## config.mk

```make
export PLATFORM = sky130hd
export DESIGN_NAME = hw_watchdog
export DESIGN_NICKNAME = d
export VERILOG_FILES = /design/src/common/wdt_pkg.sv /design/src/logic/hw_watchdog.sv
export SDC_FILE = /design/constraint.sdc
export NUM_CORES = 1
export LEC_CHECK = 0
export BUFFER_PORTS_ARGS = -buffer_cell sky130_fd_sc_hd__buf_4
export CORE_ASPECT_RATIO = 0.5
export CORE_MARGIN = 2
export CORE_UTILIZATION = 45
export DETAILED_ROUTE_END_ITERATION = 16
export PLACE_DENSITY = 0.69
export SKIP_LAST_GASP = 1
export SYNTH_ARGS = -nofsm -noshare
export SYNTH_HDL_FRONTEND = slang
export SYNTH_SLANG_ARGS = --single-unit
```

## constraint.sdc

```tcl
create_clock -name I_REF_CLK -period 9.59 [get_ports I_REF_CLK]
set_input_delay 0.959 -clock I_REF_CLK [delete_from_list [all_inputs] [get_ports I_REF_CLK]]
set_output_delay 0.959 -clock I_REF_CLK [all_outputs]
set_load 0.005 [all_outputs]
```

## src/common/wdt_pkg.sv

```systemverilog
package wdt_pkg;

  // ----------------------------------------------------------------
  // special function register map
  // ----------------------------------------------------------------
  localparam logic [7:0] ADDR_RESTART  = 8'ha6;
  localparam logic [7:0] ADDR_TIMEOUT  = 8'ha7;
  localparam logic [7:0] KEY_FIRST     = 8'h1e;
  localparam logic [7:0] KEY_SECOND    = 8'he1;
  localparam logic [2:0] SEL_RESET     = 3'h0;
  localparam int         SEL_LSB       = 0;
  localparam int         SEL_MSB       = 2;

  // ----------------------------------------------------------------
  // counter geometry and timing
  // ----------------------------------------------------------------
  localparam int          CNT_WIDTH    = 14;
  localparam logic [13:0] CNT_TOP      = 14'h3fff;
  localparam int          PRE_WIDTH    = 7;
  localparam int          PULSE_PERIODS = 96;
  localparam int          CLK_MHZ      = 100;
  localparam int          MACHINE_NS   = 1000;
  localparam int          MACHINE_CYCLES = (MACHINE_NS * CLK_MHZ + 999) / 1000;
  localparam int          PERIPH_NS    = 500;
  localparam int          PERIPH_CYCLES = (PERIPH_NS * CLK_MHZ + 999) / 1000;

  // ----------------------------------------------------------------
  // carriers
  // ----------------------------------------------------------------
  typedef struct packed {
    logic       wr;
    logic       rd;
    logic [7:0] addr;
    logic [7:0] wdata;
  } sfr_req_t;

  typedef enum logic [1:0] {
    ST_OFF   = 2'b00,
    ST_ARMED = 2'b01,
    ST_RUN   = 2'b11,
    ST_FIRE  = 2'b10
  } wdt_state_t;

endpackage

```

## src/logic/hw_watchdog.sv

```systemverilog
`timescale 1ns/100ps

module hw_watchdog
  import wdt_pkg::*;
#(
  parameter int CNT_W   = CNT_WIDTH,
  parameter int PRE_W   = PRE_WIDTH,
  parameter int PULSE_N = PULSE_PERIODS
)
(
  input  wire logic       I_REF_CLK,
  input  wire logic       I_SYS_RST,
  input  wire logic       i_sfr_wr,
  input  wire logic       i_sfr_rd,
  input  wire logic [7:0] i_sfr_addr,
  input  wire logic [7:0] i_sfr_wdata,
  input  wire logic       i_osc_run,
  input  wire logic       i_wake_int_n,
  output logic [7:0]      o_sfr_rdata,
  output logic            o_sfr_hit,
  output logic            o_rst_pin,
  output logic            o_wdt_enabled
);

  // ----------------------------------------------------------------
  // enables for machine and peripheral rates
  // ----------------------------------------------------------------
  localparam int MW = $clog2(MACHINE_CYCLES + 1);
  localparam int PW = $clog2(PERIPH_CYCLES + 1);
  localparam int NW = $clog2(PULSE_N + 1);
  localparam logic [MW-1:0] M_LAST = MW'(MACHINE_CYCLES - 1);
  localparam logic [PW-1:0] P_LAST = PW'(PERIPH_CYCLES - 1);
  localparam logic [NW-1:0] N_LAST = NW'(PULSE_N - 1);

  sfr_req_t    req;
  wdt_state_t  state, next_state;
  logic [MW-1:0] mdiv, next_mdiv;
  logic [PW-1:0] pdiv, next_pdiv;
  logic        m_tick, p_tick;
  // wake pin is asynchronous: three stages, change counted when last two agree
  logic [2:0]  wake_sync;
  logic        wake_hi, next_wake_hi;

  assign req = '{wr: i_sfr_wr, rd: i_sfr_rd, addr: i_sfr_addr, wdata: i_sfr_wdata};

  always_comb
  begin
    m_tick    = (mdiv == M_LAST);
    p_tick    = (pdiv == P_LAST);
    next_mdiv = m_tick ? '0 : mdiv + MW'(1);
    // restarting the divider with the pulse makes it span whole peripheral periods
    next_pdiv = (p_tick || ((state != ST_FIRE) && (next_state == ST_FIRE)))
              ? '0 : pdiv + PW'(1);
    next_wake_hi = (wake_sync[2] == wake_sync[1]) ? wake_sync[1] : wake_hi;
  end

  always_ff @(posedge I_REF_CLK or posedge I_SYS_RST)
  begin
    if (I_SYS_RST)
    begin
      mdiv      <= '0;
      pdiv      <= '0;
      wake_sync <= 3'h7;
      wake_hi   <= 1'b1;
    end
    else
    begin
      mdiv      <= next_mdiv;
      pdiv      <= next_pdiv;
      wake_sync <= {wake_sync[1:0], i_wake_int_n};
      wake_hi   <= next_wake_hi;
    end
  end

  // ----------------------------------------------------------------
  // registers, key sequence and counter
  // ----------------------------------------------------------------
  logic           armed_run, next_armed_run;
  logic [2:0]     sel, next_sel;
  logic [PRE_W-1:0] pre, next_pre;
  logic [CNT_W-1:0] cnt, next_cnt;
  logic [NW-1:0]  plen, next_plen;
  logic           key_ok, pre_tick, run_ok, wr_restart;

  always_comb
  begin
    wr_restart = req.wr && (req.addr == ADDR_RESTART);
    key_ok     = wr_restart && (req.wdata == KEY_SECOND) && ((state == ST_ARMED) || armed_run);
    run_ok     = i_osc_run && wake_hi;
    // select code n divides the machine tick by 2**n before the counter
    pre_tick   = (sel == SEL_RESET) ? 1'b1
               : (pre[PRE_W-1:0] == PRE_W'((1 << sel) - 1));
    next_state = state;
    next_sel   = sel;
    next_pre   = pre;
    next_cnt   = cnt;
    next_plen  = plen;
    if (req.wr && (req.addr == ADDR_TIMEOUT))
      next_sel = req.wdata[SEL_MSB:SEL_LSB];
    case (state)
      ST_OFF, ST_ARMED:
      begin
        if (wr_restart)
          next_state = (req.wdata == KEY_FIRST) ? ST_ARMED : ST_OFF;
        if (key_ok)
        begin
          next_state = ST_RUN;
          next_cnt   = '0;
          next_pre   = '0;
        end
      end
      ST_RUN:
      begin
        // the enable stays set; a bad write only drops the pending key
        // reaching the top is already the overflow, so a late key cannot save it
        if (cnt == CNT_TOP[CNT_W-1:0])
        begin
          next_state = ST_FIRE;
          next_plen  = '0;
        end
        else if (key_ok)
        begin
          next_cnt = '0;
          next_pre = '0;
        end
        else if (m_tick && run_ok)
        begin
          next_pre = pre_tick ? '0 : pre + PRE_W'(1);
          if (pre_tick)
            next_cnt = cnt + CNT_W'(1);
        end
      end
      ST_FIRE:
      begin
        if (p_tick)
        begin
          if (plen == N_LAST)
          begin
            next_state = ST_OFF;
            next_cnt   = '0;
            next_pre   = '0;
            next_sel   = SEL_RESET;
          end
          else
            next_plen = plen + NW'(1);
        end
      end
      default: next_state = ST_OFF;
    endcase
  end

  // the run state is kept distinct from armed so a bad key cannot clear it
  always_comb
  begin
    next_armed_run = armed_run;
    if (state == ST_RUN && wr_restart)
      next_armed_run = (req.wdata == KEY_FIRST);
    if (state != ST_RUN)
      next_armed_run = 1'b0;
  end

  always_ff @(posedge I_REF_CLK or posedge I_SYS_RST)
  begin
    if (I_SYS_RST)
    begin
      state     <= ST_OFF;
      sel       <= SEL_RESET;
      pre       <= '0;
      cnt       <= '0;
      plen      <= '0;
      armed_run <= 1'b0;
    end
    else
    begin
      state     <= next_state;
      sel       <= next_sel;
      pre       <= next_pre;
      cnt       <= next_cnt;
      plen      <= next_plen;
      armed_run <= next_armed_run;
    end
  end

  // ----------------------------------------------------------------
  // read side: only the select field is visible
  // ----------------------------------------------------------------
  logic [7:0] rdata, next_rdata;
  always_comb
  begin
    next_rdata = rdata;
    if (req.rd)
      next_rdata = (req.addr == ADDR_TIMEOUT) ? {5'h00, sel} : 8'h00;
  end

  always_ff @(posedge I_REF_CLK or posedge I_SYS_RST)
  begin
    if (I_SYS_RST)
      rdata <= 8'h00;
    else
      rdata <= next_rdata;
  end

  assign o_sfr_rdata   = rdata;
  assign o_sfr_hit     = req.rd && (req.addr == ADDR_TIMEOUT);
  assign o_rst_pin     = (state == ST_FIRE);
  assign o_wdt_enabled = (state == ST_RUN) || (state == ST_FIRE);

  // ----------------------------------------------------------------
  // reset pulse length monitor
  // ----------------------------------------------------------------
  localparam int            PULSE_CLKS = PULSE_N * PERIPH_CYCLES;
  localparam int            FW         = $clog2(PULSE_CLKS + 2);
  localparam logic [FW-1:0] PULSE_LEN  = FW'(PULSE_CLKS);

  // counts clocks while the pin is high so the whole pulse can be measured
  logic [FW-1:0] fire_len, next_fire_len;

  always_comb
  begin
    next_fire_len = o_rst_pin ? fire_len + FW'(1) : '0;
  end

  always_ff @(posedge I_REF_CLK or posedge I_SYS_RST)
  begin
    if (I_SYS_RST)
      fire_len <= '0;
    else
      fire_len <= next_fire_len;
  end
endmodule

```

# ---- Yosys cells after proc, flatten, opt, wreduce, memory -nomap -nowiden
# Index checks and enable logic that the tools add are counted.
dict set report classes {
  n_addsub 6
  eq_ne 24
  n_shift 1
  mux 37
  n_reduce_logical 20
}
# op count
set ops {}
lappend ops {{2-to-1 mux 14 bit} 7}
lappend ops {{2-to-1 mux 7 bit} 11}
lappend ops {{case mux 14 bit (3 select lines)} 1}
lappend ops {{== test 8 bit, second input constant} 3}
lappend ops {{adder 7 x 1 -> 7 bit, second input constant} 3}
lappend ops {{case mux 7 bit (3 select lines)} 1}
lappend ops {{2-to-1 mux 3 bit} 5}
lappend ops {{adder 14 x 1 -> 14 bit, second input constant} 1}
lappend ops {{== test 14 bit, second input constant} 1}
lappend ops {{== test 7 bit, second input constant} 2}
lappend ops {{case mux 7 bit (2 select lines)} 1}
lappend ops {{!= test 2 bit, second input constant} 6}
lappend ops {{2-to-1 mux 2 bit} 5}
lappend ops {{logical AND 1 bit} 9}
lappend ops {{== test 8 x 5 -> 1 bit, second input constant} 1}
lappend ops {{== test 7 bit} 1}
lappend ops {{<< shifter 1 x 3 -> 7 bit, first input constant} 1}
lappend ops {{subtractor 7 x 2 -> 7 bit, second input constant} 1}
lappend ops {{adder 6 x 1 -> 6 bit, second input constant} 1}
lappend ops {{== test 2 bit, second input constant} 3}
lappend ops {{== test 6 bit, second input constant} 1}
lappend ops {{2-to-1 mux 6 bit} 1}
lappend ops {{!= test 3 bit, second input constant} 2}
lappend ops {{case mux 2 bit (3 select lines)} 1}
lappend ops {{12 further kinds} 19}
dict set report totals {
  register_bits 59
  in_bits 22
  out_inout_bits 11
  wordCells 99
}

# ---- Logic depth before layout (Yosys ltp)
# Gate-level depths: netlist (run 1).
dict set report logic_depth {
  ltp_word 10
  mapped_depth 13
  depth_no_buf 10
}

# ---- Least setup slack after synthesis (run 1)
# OpenSTA, ideal clock, no wires.
dict set report synth_path {
  path_kind {register to register}
  startpoint {register sel[2]}
  endpoint {register cnt[3]}
  t_arrival_ns 2.905
  path_slack_ns 6.590
  path_stages_with_launch 13
  n_path_buf 3
  period_less_slack_ns 3.000
  cell_sequence {dfrtp_1 buf_4 or3_1 ha_1 buf_2 xor2_1 xnor2_1 nand4_1 nor3_4 nor2_2 or4_4 buf_6 o31ai_1}
}
dict set report synth_via {
  elab_chain_len 6
  word_cells_on_any_way 7
  classes_between {1 x add/sub; 2 x eq/ne; 1 x shift; 1 x mux; 2 x reduce/logical}
}
# item line
set synth_rtl {}
lappend synth_rtl {{start: declaration} hw_watchdog.sv:79} ;# logic [2:0] sel, next_sel;
lappend synth_rtl {{start signal: assignment} hw_watchdog.sv:176} ;# sel <= next_sel;
lappend synth_rtl {{<< shifter 1 x 3 -> 7 bit} hw_watchdog.sv:92} ;# : (pre[PRE_W-1:0] == PRE_W'((1 << sel) - 1));
lappend synth_rtl {{subtractor 7 x 2 -> 7 bit} hw_watchdog.sv:92}
lappend synth_rtl {{== test 7 bit} hw_watchdog.sv:92}
lappend synth_rtl {{2-to-1 mux 1 bit *} hw_watchdog.sv:91} ;# pre_tick = (sel == SEL_RESET) ? 1'b1
lappend synth_rtl {{!= test 3 bit (no line) *} --}
lappend synth_rtl {{AND reduction 6 bit (no line) *} --}
lappend synth_rtl {{end signal: assignment} hw_watchdog.sv:178} ;# cnt <= next_cnt;
lappend synth_rtl {{end: declaration} hw_watchdog.sv:81} ;# logic [CNT_W-1:0] cnt, next_cnt;
# Every way passes the cells marked *; elsewhere a longest branch is shown, timed or not.
# A chain may end at the register's enable or synchronous reset.

# ---- Worst setup path in the final report (run 1)
# Same ends and word-level chain as after synthesis.

==> flow_metrics.env, run 1 <==
export IMPL_syn_inst=338
export IMPL_start_util=0.468
export IMPL_async_flop_share=1.00
export IMPL_synthAdderAreaFrac=0.0310
export IMPL_min_to="wake_sync[1]"
export IMPL_htree_levels=2
export IMPL_grt_max_degree=55
export IMPL_grt_pass1_wl_um=11100
export IMPL_worstPathMaxFanout=25
export IMPL_synth_edf_count=0
export IMPL_postPlaceCellArea_mm2=0.00337
export IMPL_max_freq_ghz=0.283
export IMPL_diodes=0
export IMPL_synth_flop_cell="dfrtp_1"
export IMPL_hold_buffers=0
export IMPL_post_dp_hpwl_um=4570
export IMPL_power_density_mw_per_mm2=132
export IMPL_place_gp_congestion=0.847
export IMPL_n_fill_cell=622
export IMPL_final_cell_mix="dfrtp_1, nand2_1, nor2_1"
export IMPL_antenna_found_initial=0
export IMPL_synth_area_leaders="dfrtp_1, nand2_1, nor2_1, nand3_1, dfstp_2"
export IMPL_hp_start="wake_sync[0]"
export IMPL_hold_path_class="reg -> reg"
export IMPL_core_mm2=0.00673
export IMPL_drc=0
export IMPL_power_leakage_nw=1.51
export IMPL_cp_startpoint="sel[2]"
export IMPL_portBuffers=27
export IMPL_nets=386
export IMPL_dieArea_mm2=0.00772
export IMPL_drt_initial_drc_count=135
export IMPL_finalCritPeriodShare=0.368
export IMPL_hold_path_depth=0
export IMPL_post_cts_buffers=0
export IMPL_via_per_inst=5.60
export IMPL_clk_pin_slew_ns=0.07
export IMPL_synth_cell_type_count=58
export IMPL_path_class="reg -> reg"
export IMPL_die_h_um=63.1
export IMPL_regToRegSetupSlack_ns=6.06
export IMPL_clockBufferDepth=2
export IMPL_avgSynthCellArea_um2=9.31
export IMPL_relSlewSlack=0.425
export IMPL_ir_drop_mv=0.0699
export IMPL_synth_area_mm2=0.00315
export IMPL_drv_cap=0
export IMPL_final_common_cell="dfrtp_1"
export IMPL_finalHoldViolations=0
export IMPL_ios=33
export IMPL_synth_compound_area_frac=0.122
export IMPL_r2r_cells=9
export IMPL_setup_viol_count_final=0
export IMPL_synth_area_mux_share=0.0298
export IMPL_drive_above_1_share=0.148
export IMPL_grt_usage=0.181
export IMPL_synth_largest_area_cell="dfrtp_1"
export IMPL_yosysTopAreaCellShare=0.398
export IMPL_start_kind="flip-flop"
export IMPL_area_delta_synth_final_pct=12.6
export IMPL_end_kind="flip-flop"
export IMPL_wirelength_um=6410
export IMPL_grt_overflow=0
export IMPL_synth_simple_area_share=0.290
export IMPL_root_buffer="clkbuf_16"
export IMPL_post_route_cell_area_mm2=0.00354
export IMPL_rr_startpoint="sel[2]"
export IMPL_finalWorstSetupSlack_ns=6.06
export IMPL_synth_xor_area_frac=0.0473
export IMPL_period_needed_ns=3.53
export IMPL_drv_slew=0
export IMPL_insertion_delay_ns=0.30
export IMPL_ant_nets=0
export IMPL_rows=21
export IMPL_cts_resized=0
export IMPL_rr_endpoint="cnt[3]"
export IMPL_grt_pass1_vias=2389
export IMPL_final_core_util=0.526
export IMPL_wl_per_cell_um=14.2
export IMPL_post_place_ws_ns=6.09
export IMPL_die_w_um=122
export IMPL_outcome="finished clean"
export IMPL_ys_seq_elements=54
export IMPL_cts_made_buffers=5
export IMPL_cp_arrival_ns=3.70
export IMPL_seq_area_frac_synth=0.431
export IMPL_drtPass1Iterations=4
export IMPL_fin_skew_ns=0.00345
export IMPL_synth_top_family_by_area="simple AND/OR/NAND/NOR gates"
export IMPL_cts_tree="built"
export IMPL_yosysWarningCount=0
export IMPL_critPathRequiredTime_ns=9.76
export IMPL_via_count=2520
export IMPL_cts_sinks=54
export IMPL_fin_tns_setup_ns=0
export IMPL_worst_pin_slew_ns=0.862
export IMPL_rsz0062_at_grt="false"
==> state kept, by name (all words and copies together) (netlist names) <==
name and count:
state 2, pre 7, cnt 14, o_sfr_rdata 3, wake_hi 1, pdiv 6, wake_sync 3, plen 7
mdiv 7, sel 3, armed_run 1
==> metal layers <==
layer | vias to the layer above | share of wire | track usage
met1 | 1209 | 0.49 | 0.251
met4 | 0 | 0.017 | 0.0618
li1 | 1249 | - | -
met5 | - | 0 | 0
met2 | 51 | 0.45 | 0.281
met3 | 11 | 0.038 | 0.0417
==> worst max-delay path by stage <==
stage,end,slack (ns),cells after the start
2_1_floorplan,cnt[3],6.59,12
3_3_place_gp,cnt[3],6.25,9
3_5_place_dp,cnt[9],6.09,9
4_1_cts,cnt[3],6.08,9
5_1_grt,cnt[4],5.85,9
6_report,cnt[3],6.06,9
==> cell families (layout without fill, tap and decap cells) <==
| kind of cell | count (synthesis) | after routing |
|---|---|---|
| buf+inv | 29 | 45 |
| other cells | 1 | 5 |
| simple gates | 164 | 164 |
| mux | 9 | 9 |
| compound gates | 56 | 56 |
| fa+ha+maj | 8 | 8 |
| flops | 54 | 54 |
| xor+xnor | 17 | 17 |
==> worst max-delay path: stages, from the launching register on <==
cell and delay, ns:
dfrtp_1 0.53, or3_1 0.49, ha_1 0.32, nor2b_1 0.19, mux2_2 0.28, a221oi_1 0.42
nor3_4 0.09, nor2_2 0.67, or4_4 0.33, o31ai_1 0.09
==> stage by stage <==
step                      hold slack [ns]  power, mW  instances
after floorplan                     0.345      0.256        342
after CTS                           0.357      0.472        450
final                               0.357      0.467        450
after detailed placement            0.347      0.265        442
after global placement              0.346      0.264        442
after global routing                0.368      0.486        450
==> layout make-up <==
cell class / count / area (um^2) / area share
inverters: 8 / 30.0 / 0.00848
clock buffers: 6 / 129 / 0.0364
repair buffers: 29 / 218 / 0.0615
well taps: 92 / 115 / 0.0325
flip-flops and latches: 54 / 1360 / 0.383
multi-input cells: 259 / 1660 / 0.467
clock inverters: 2 / 37.5 / 0.0106
==> where the power goes <==
part	leakage, nW	internal, mW	switching, mW	total, mW
logic	0.728	0.0133	0.0139	0.0271
registers	0.706	0.230	0.00316	0.234
clock network	0.0771	0.123	0.0831	0.206
total	1.51	0.367	0.100	0.467
==> Yosys cell counts (6+ instances only) <==
master and n:
a21oi_1 6, o21ai_0 9, buf_4 7, inv_1 8, nor2_1 36, dfrtp_1 50, xnor2_1 7, and3_1 6
o31ai_1 12, clkbuf_1 7, nand2_1 37, nand4_1 9, nand2b_1 6, ha_1 7, xor2_1 10, nand3_1 23
mux2i_1 6, or3_1 7
Note: power is estimated with default switching activity, not from simulation.
==> run 2, diff against run 1 <==
--- a/config.mk
+++ b/config.mk
@@ -10,7 +10,7 @@
 export CORE_MARGIN = 2
 export CORE_UTILIZATION = 45
 export DETAILED_ROUTE_END_ITERATION = 16
-export PLACE_DENSITY = 0.69
+export PLACE_DENSITY = 0.71
 export SKIP_LAST_GASP = 1
 export SYNTH_ARGS = -nofsm -noshare
 export SYNTH_HDL_FRONTEND = slang
==> constraint.sdc (replaced) <==
create_clock -name I_REF_CLK -period 3.1 [get_ports I_REF_CLK]
set_input_delay 0.31 -clock I_REF_CLK [delete_from_list [all_inputs] [get_ports I_REF_CLK]]
set_output_delay 0.31 -clock I_REF_CLK [all_outputs]
set_load 0.005 [all_outputs]
==> flow_metrics.env, run 2 (synthesis results as in run 1) <==
export IMPL_outcome="finished clean"
export IMPL_cts_tree="built"
export IMPL_worstPathMaxFanout=24
export IMPL_dieArea_mm2=0.00772
export IMPL_grt_usage=0.189
export IMPL_grt_pass1_vias=2435
export IMPL_cts_sinks=54
export IMPL_drive_above_1_share=0.167
export IMPL_core_mm2=0.00673
export IMPL_dpl_cell_count=450
export IMPL_rr_endpoint="cnt[11]"
export IMPL_antenna_found_initial=0
export IMPL_power_density_mw_per_mm2=381
export IMPL_rr_startpoint="sel[2]"
export IMPL_path_class="reg -> reg"
export IMPL_drc=0
export IMPL_post_dp_hpwl_um=4770
export IMPL_via_per_inst=5.57
export IMPL_ant_nets=0
export IMPL_power_leakage_nw=1.55
export IMPL_worst_pin_slew_ns=0.729
export IMPL_post_cts_buffers=0
export IMPL_hold_buffers=0
export IMPL_drt_initial_drc_count=132
export IMPL_place_gp_congestion=0.806
export IMPL_period_needed_ns=2.88
export IMPL_largest_reg_flops=14
export IMPL_finalHoldViolations=0
export IMPL_hp_start="i_wake_int_n"
export IMPL_final_common_cell="dfrtp_1"
export IMPL_finalCritPeriodShare=0.927
export IMPL_htree_levels=2
export IMPL_pwr_share_comb=0.069
export IMPL_cp_arrival_ns=3.11
export IMPL_wirelength_um=6440
export IMPL_start_kind="flip-flop"
export IMPL_crit_slowest_cell="or4_1"
export IMPL_netSwitchingFraction=0.223
export IMPL_area_delta_synth_final_pct=13.7
export IMPL_insertion_delay_ns=0.30
export IMPL_ios=33
export IMPL_critPathMaxStageDelay_ns=0.53
export IMPL_grt_pass1_wl_um=11400
export IMPL_clk_pin_slew_ns=0.07
export IMPL_die_h_um=63.1
export IMPL_grt_max_degree=37
export IMPL_max_freq_ghz=0.348
export IMPL_wl_per_cell_um=14.1
export IMPL_seq_power_share=0.527
export IMPL_drv_slew=0
export IMPL_rsz0062_at_grt="false"
export IMPL_portBuffers=27
export IMPL_drv_cap=0
export IMPL_critPathRequiredTime_ns=3.33
export IMPL_start_util=0.468
export IMPL_setup_viol_count_final=0
export IMPL_grt_overflow=0
export IMPL_root_buffer="clkbuf_16"
export IMPL_ir_drop_mv=0.282
export IMPL_rows=21
export IMPL_regToRegSetupSlack_ns=0.22
export IMPL_nets=394
export IMPL_cts_resized=0
export IMPL_cts_made_buffers=5
export IMPL_final_cell_mix="dfrtp_1, nand2_1, buf_4"
export IMPL_hold_path_depth=1
export IMPL_final_cell_count_no_fill=458
export IMPL_die_w_um=122
export IMPL_fin_tns_setup_ns=0
export IMPL_intPower_mw=1.06
export IMPL_min_to="wake_sync[0]"
export IMPL_hold_path_class="in -> reg"
export IMPL_via_count=2551
export IMPL_fin_skew_ns=0.00451
export IMPL_regMostFlops="cnt"
export IMPL_clockBufferDepth=2
export IMPL_p_sw_uw=304
export IMPL_r2r_cells=10
export IMPL_drtPass1Iterations=4
export IMPL_end_kind="flip-flop"
export IMPL_relSlewSlack=0.513
export IMPL_p_clk_frac=0.404
export IMPL_cp_cell_sequence="or3_1 > ha_1 > xor2_1 > xnor2_1 > nand4_1 > nor3_4 > nor2_2 > buf_4 > or4_1 > nand3_1"
export IMPL_diodes=0
[run 2: worst max-delay path by stage]
stage	slack (ns)	from	cells past startpoint	endpoint
floorplan	0.1	sel[2]	12	cnt[3]
global placement	0.35	sel[2]	9	cnt[3]
detailed placement	0.22	sel[2]	10	cnt[11]
CTS	0.21	sel[2]	10	cnt[11]
global route	0.02	sel[2]	9	cnt[4]
finish	0.22	sel[2]	10	cnt[11]
[run 2: final cells by class]
type,instances,area (um^2)
Multi-Input combinational cell,259,1660
Inverter,8,30.0
Timing Repair Buffer,37,278
Clock buffer,6,129
Fill cell,614,3150
Tap cell,92,115
Sequential cell,54,1360
Clock inverter,2,13.8
[run 2: per-layer routing]
layer,up-vias,GRT usage,part of all wire
met3,12,0.0389,0.035
met5,-,0,0
met2,53,0.288,0.44
li1,1262,-,-
met4,0,0.0776,0.020
met1,1224,0.262,0.50
[run 2: metrics by stage]
step                setup WS [ns]  power [mW]  area (um^2)  hold slack (ns)   util
finish                      0.225        1.36         3580            0.115  0.532
floorplan                  0.0997       0.791         3160            0.314      -
CTS                         0.208        1.38         3580            0.106  0.532
global placement            0.347       0.820         3430            0.346  0.511
global route               0.0230        1.42         3580            0.104  0.532
detailed placement          0.220       0.824         3430            0.350  0.511
[run 2: worst max-delay path: cells and delay by family (launching register included)]
family,cells,cell delay [ns]
fa+ha+maj,1,0.31
flops,1,0.37
buf+inv,1,0.21
xor+xnor,2,0.35
simple gates,6,1.56
[run 2: power groups by stage]
stage	clock (mW)	sequential, mW	combinational (mW)
after detailed placement	0	0.731	0.0931
after floorplan	0	0.729	0.0625
after CTS	0.568	0.718	0.0940
final	0.550	0.718	0.0933
after global routing	0.599	0.718	0.106
after global placement	0	0.731	0.0891
==> run 3, diff against run 2 <==
--- a/config.mk
+++ b/config.mk
@@ -10,7 +10,7 @@
 export CORE_MARGIN = 2
 export CORE_UTILIZATION = 45
 export DETAILED_ROUTE_END_ITERATION = 16
-export PLACE_DENSITY = 0.71
+export PLACE_DENSITY = 0.69
 export SKIP_LAST_GASP = 1
 export SYNTH_ARGS = -nofsm -noshare
 export SYNTH_HDL_FRONTEND = slang
==> constraint.sdc (replaced) <==
create_clock -name I_REF_CLK -period 3.53 [get_ports I_REF_CLK]
set_input_delay 0.353 -clock I_REF_CLK [delete_from_list [all_inputs] [get_ports I_REF_CLK]]
set_output_delay 0.353 -clock I_REF_CLK [all_outputs]
set_load 0.005 [all_outputs]
==> flow_metrics.env, run 3 (synthesis results as in run 1) <==
export IMPL_antenna_found_initial=0
export IMPL_worst_pin_slew_ns=1.10
export IMPL_dpl_cell_count=443
export IMPL_diodes=0
export IMPL_drtPass1Iterations=4
export IMPL_grt_pass1_wl_um=11200
export IMPL_drive_above_1_share=0.153
export IMPL_portBuffers=27
export IMPL_critPathMaxStageDelay_ns=0.51
export IMPL_wl_met3_um=232
export IMPL_hold_path_class="in -> reg"
export IMPL_final_cell_count_no_fill=451
export IMPL_cp_cell_sequence="or3_1 > ha_1 > nor2b_1 > mux2_2 > a221oi_1 > nor3_4 > nor2_2 > buf_4 > or4_1 > nand3_1"
export IMPL_grt_pass1_vias=2334
export IMPL_post_route_cell_area_mm2=0.00354
export IMPL_rsz0062_at_grt="false"
export IMPL_nets=387
export IMPL_ir_drop_mv=0.188
export IMPL_drt_initial_drc_count=114
export IMPL_wl_per_cell_um=14.2
export IMPL_start_kind="flip-flop"
export IMPL_cts_made_buffers=5
export IMPL_post_dp_hpwl_um=4640
export IMPL_root_buffer="clkbuf_16"
export IMPL_critPathRequiredTime_ns=3.69
export IMPL_ant_nets=0
export IMPL_place_gp_congestion=0.789
export IMPL_power_leakage_nw=1.52
export IMPL_top_layer="met4"
export IMPL_end_kind="flip-flop"
export IMPL_drc=0
export IMPL_fin_skew_ns=0.00605
export IMPL_ios=33
export IMPL_dieArea_mm2=0.00772
export IMPL_clockBufferDepth=2
export IMPL_final_cell_mix="dfrtp_1, nand2_1, nor2_1"
export IMPL_wirelength_um=6420
export IMPL_start_util=0.468
export IMPL_crit_slowest_cell="dfrtp_1"
export IMPL_n_fill_cell=659
export IMPL_met1_length_um=3250
export IMPL_power_density_mw_per_mm2=345
export IMPL_largest_reg_flops=14
export IMPL_outcome="finished clean"
export IMPL_die_h_um=63.1
export IMPL_core_mm2=0.00673
export IMPL_clk_pin_slew_ns=0.07
export IMPL_grt_max_degree=55
export IMPL_grt_usage=0.181
export IMPL_final_common_cell="dfrtp_1"
export IMPL_area_delta_synth_final_pct=12.6
export IMPL_htree_levels=2
export IMPL_insertion_delay_ns=0.29
export IMPL_cts_tree="built"
export IMPL_regMostFlops="cnt"
export IMPL_setup_viol_count_final=0
export IMPL_worstPathMaxFanout=18
export IMPL_cts_resized=0
export IMPL_drv_cap=0
export IMPL_drv_slew=0
export IMPL_relSlewSlack=0.264
export IMPL_via_count=2464
export IMPL_grt_overflow=0
export IMPL_cts_sinks=54
export IMPL_post_cts_buffers=0
export IMPL_finalHoldViolations=0
export IMPL_finalCritPeriodShare=0.920
export IMPL_hold_buffers=0
export IMPL_max_freq_ghz=0.308
export IMPL_dr_wl_met2_um=2910
export IMPL_path_class="reg -> reg"
export IMPL_die_w_um=122
export IMPL_period_needed_ns=3.25
export IMPL_postPlaceCellArea_mm2=0.00338
export IMPL_rows=21
export IMPL_fin_tns_setup_ns=0
export IMPL_cp_arrival_ns=3.40
export IMPL_via_per_inst=5.46
==> run 3: cell count changes in the layout (fill, tap and decap cells not counted) <==
| cell | before | now |
|---|---|---|
| buf_4 | 37 | 30 |
| clkbuf_8 | 0 | 2 |
| clkinv_2 | 1 | 0 |
| clkbuf_1 | 1 | 0 |
==> run 3: power by group <==
part | total [mW] | switching [mW] | internal [mW]
Combinational | 0.0727 | 0.0374 | 0.0353
Clock | 0.516 | 0.213 | 0.303
Sequential | 0.635 | 0.00893 | 0.626
==> run 3: final timing paths <==
check / from / endpoint / slack, ns / cells past startpoint
max: sel[2] / cnt[13] / 0.28 / 10
min: i_wake_int_n / wake_sync[0] / 0.17 / 1
max reg2reg: sel[2] / cnt[13] / 0.28 / 10
min reg2reg: wake_sync[0] / wake_sync[1] / 0.37 / 0
max in group asynchronous: I_SYS_RST / cnt[10] / 2.50 / 2
min in group asynchronous: I_SYS_RST / pdiv[1] / 0.35 / 2
==> run 3: cell type report <==
cell class	count	area (um^2)	area share
Clock buffer	7	153	0.0431
Clock inverter	1	8.76	0.00247
Inverter	8	30.0	0.00847
Multi-Input combinational cell	259	1660	0.467
Sequential cell	54	1360	0.383
Tap cell	92	115	0.0325
Timing Repair Buffer	30	225	0.0636
==> run 3: per-layer routing <==
metal  vias to the layer above  track usage
li1                       1241            -
met1                      1182        0.260
met2                        39        0.281
met3                         2       0.0389
met4                         0       0.0402
met5                         -            0
==> run 3: critical path: cells and delay by family, from the launching register on <==
| kind | cells | cell delay (ns) |
|---|---|---|
| mux | 1 | 0.28 |
| compound gates | 1 | 0.46 |
| fa+ha+maj | 1 | 0.32 |
| flops | 1 | 0.51 |
| buf+inv | 1 | 0.28 |
| simple gates | 6 | 1.26 |
==> run 3: through the flow <==
stage          power [mW]   util  hold WS, ns  setup WS [ns]
4_1_cts              1.24  0.527        0.162          0.320
3_3_place_gp        0.716  0.503        0.346          0.495
6_report             1.22  0.527        0.165          0.283
3_5_place_dp        0.720  0.503        0.359          0.356
2_1_floorplan       0.695      -        0.345          0.530
5_1_grt              1.28  0.527        0.160          0.114
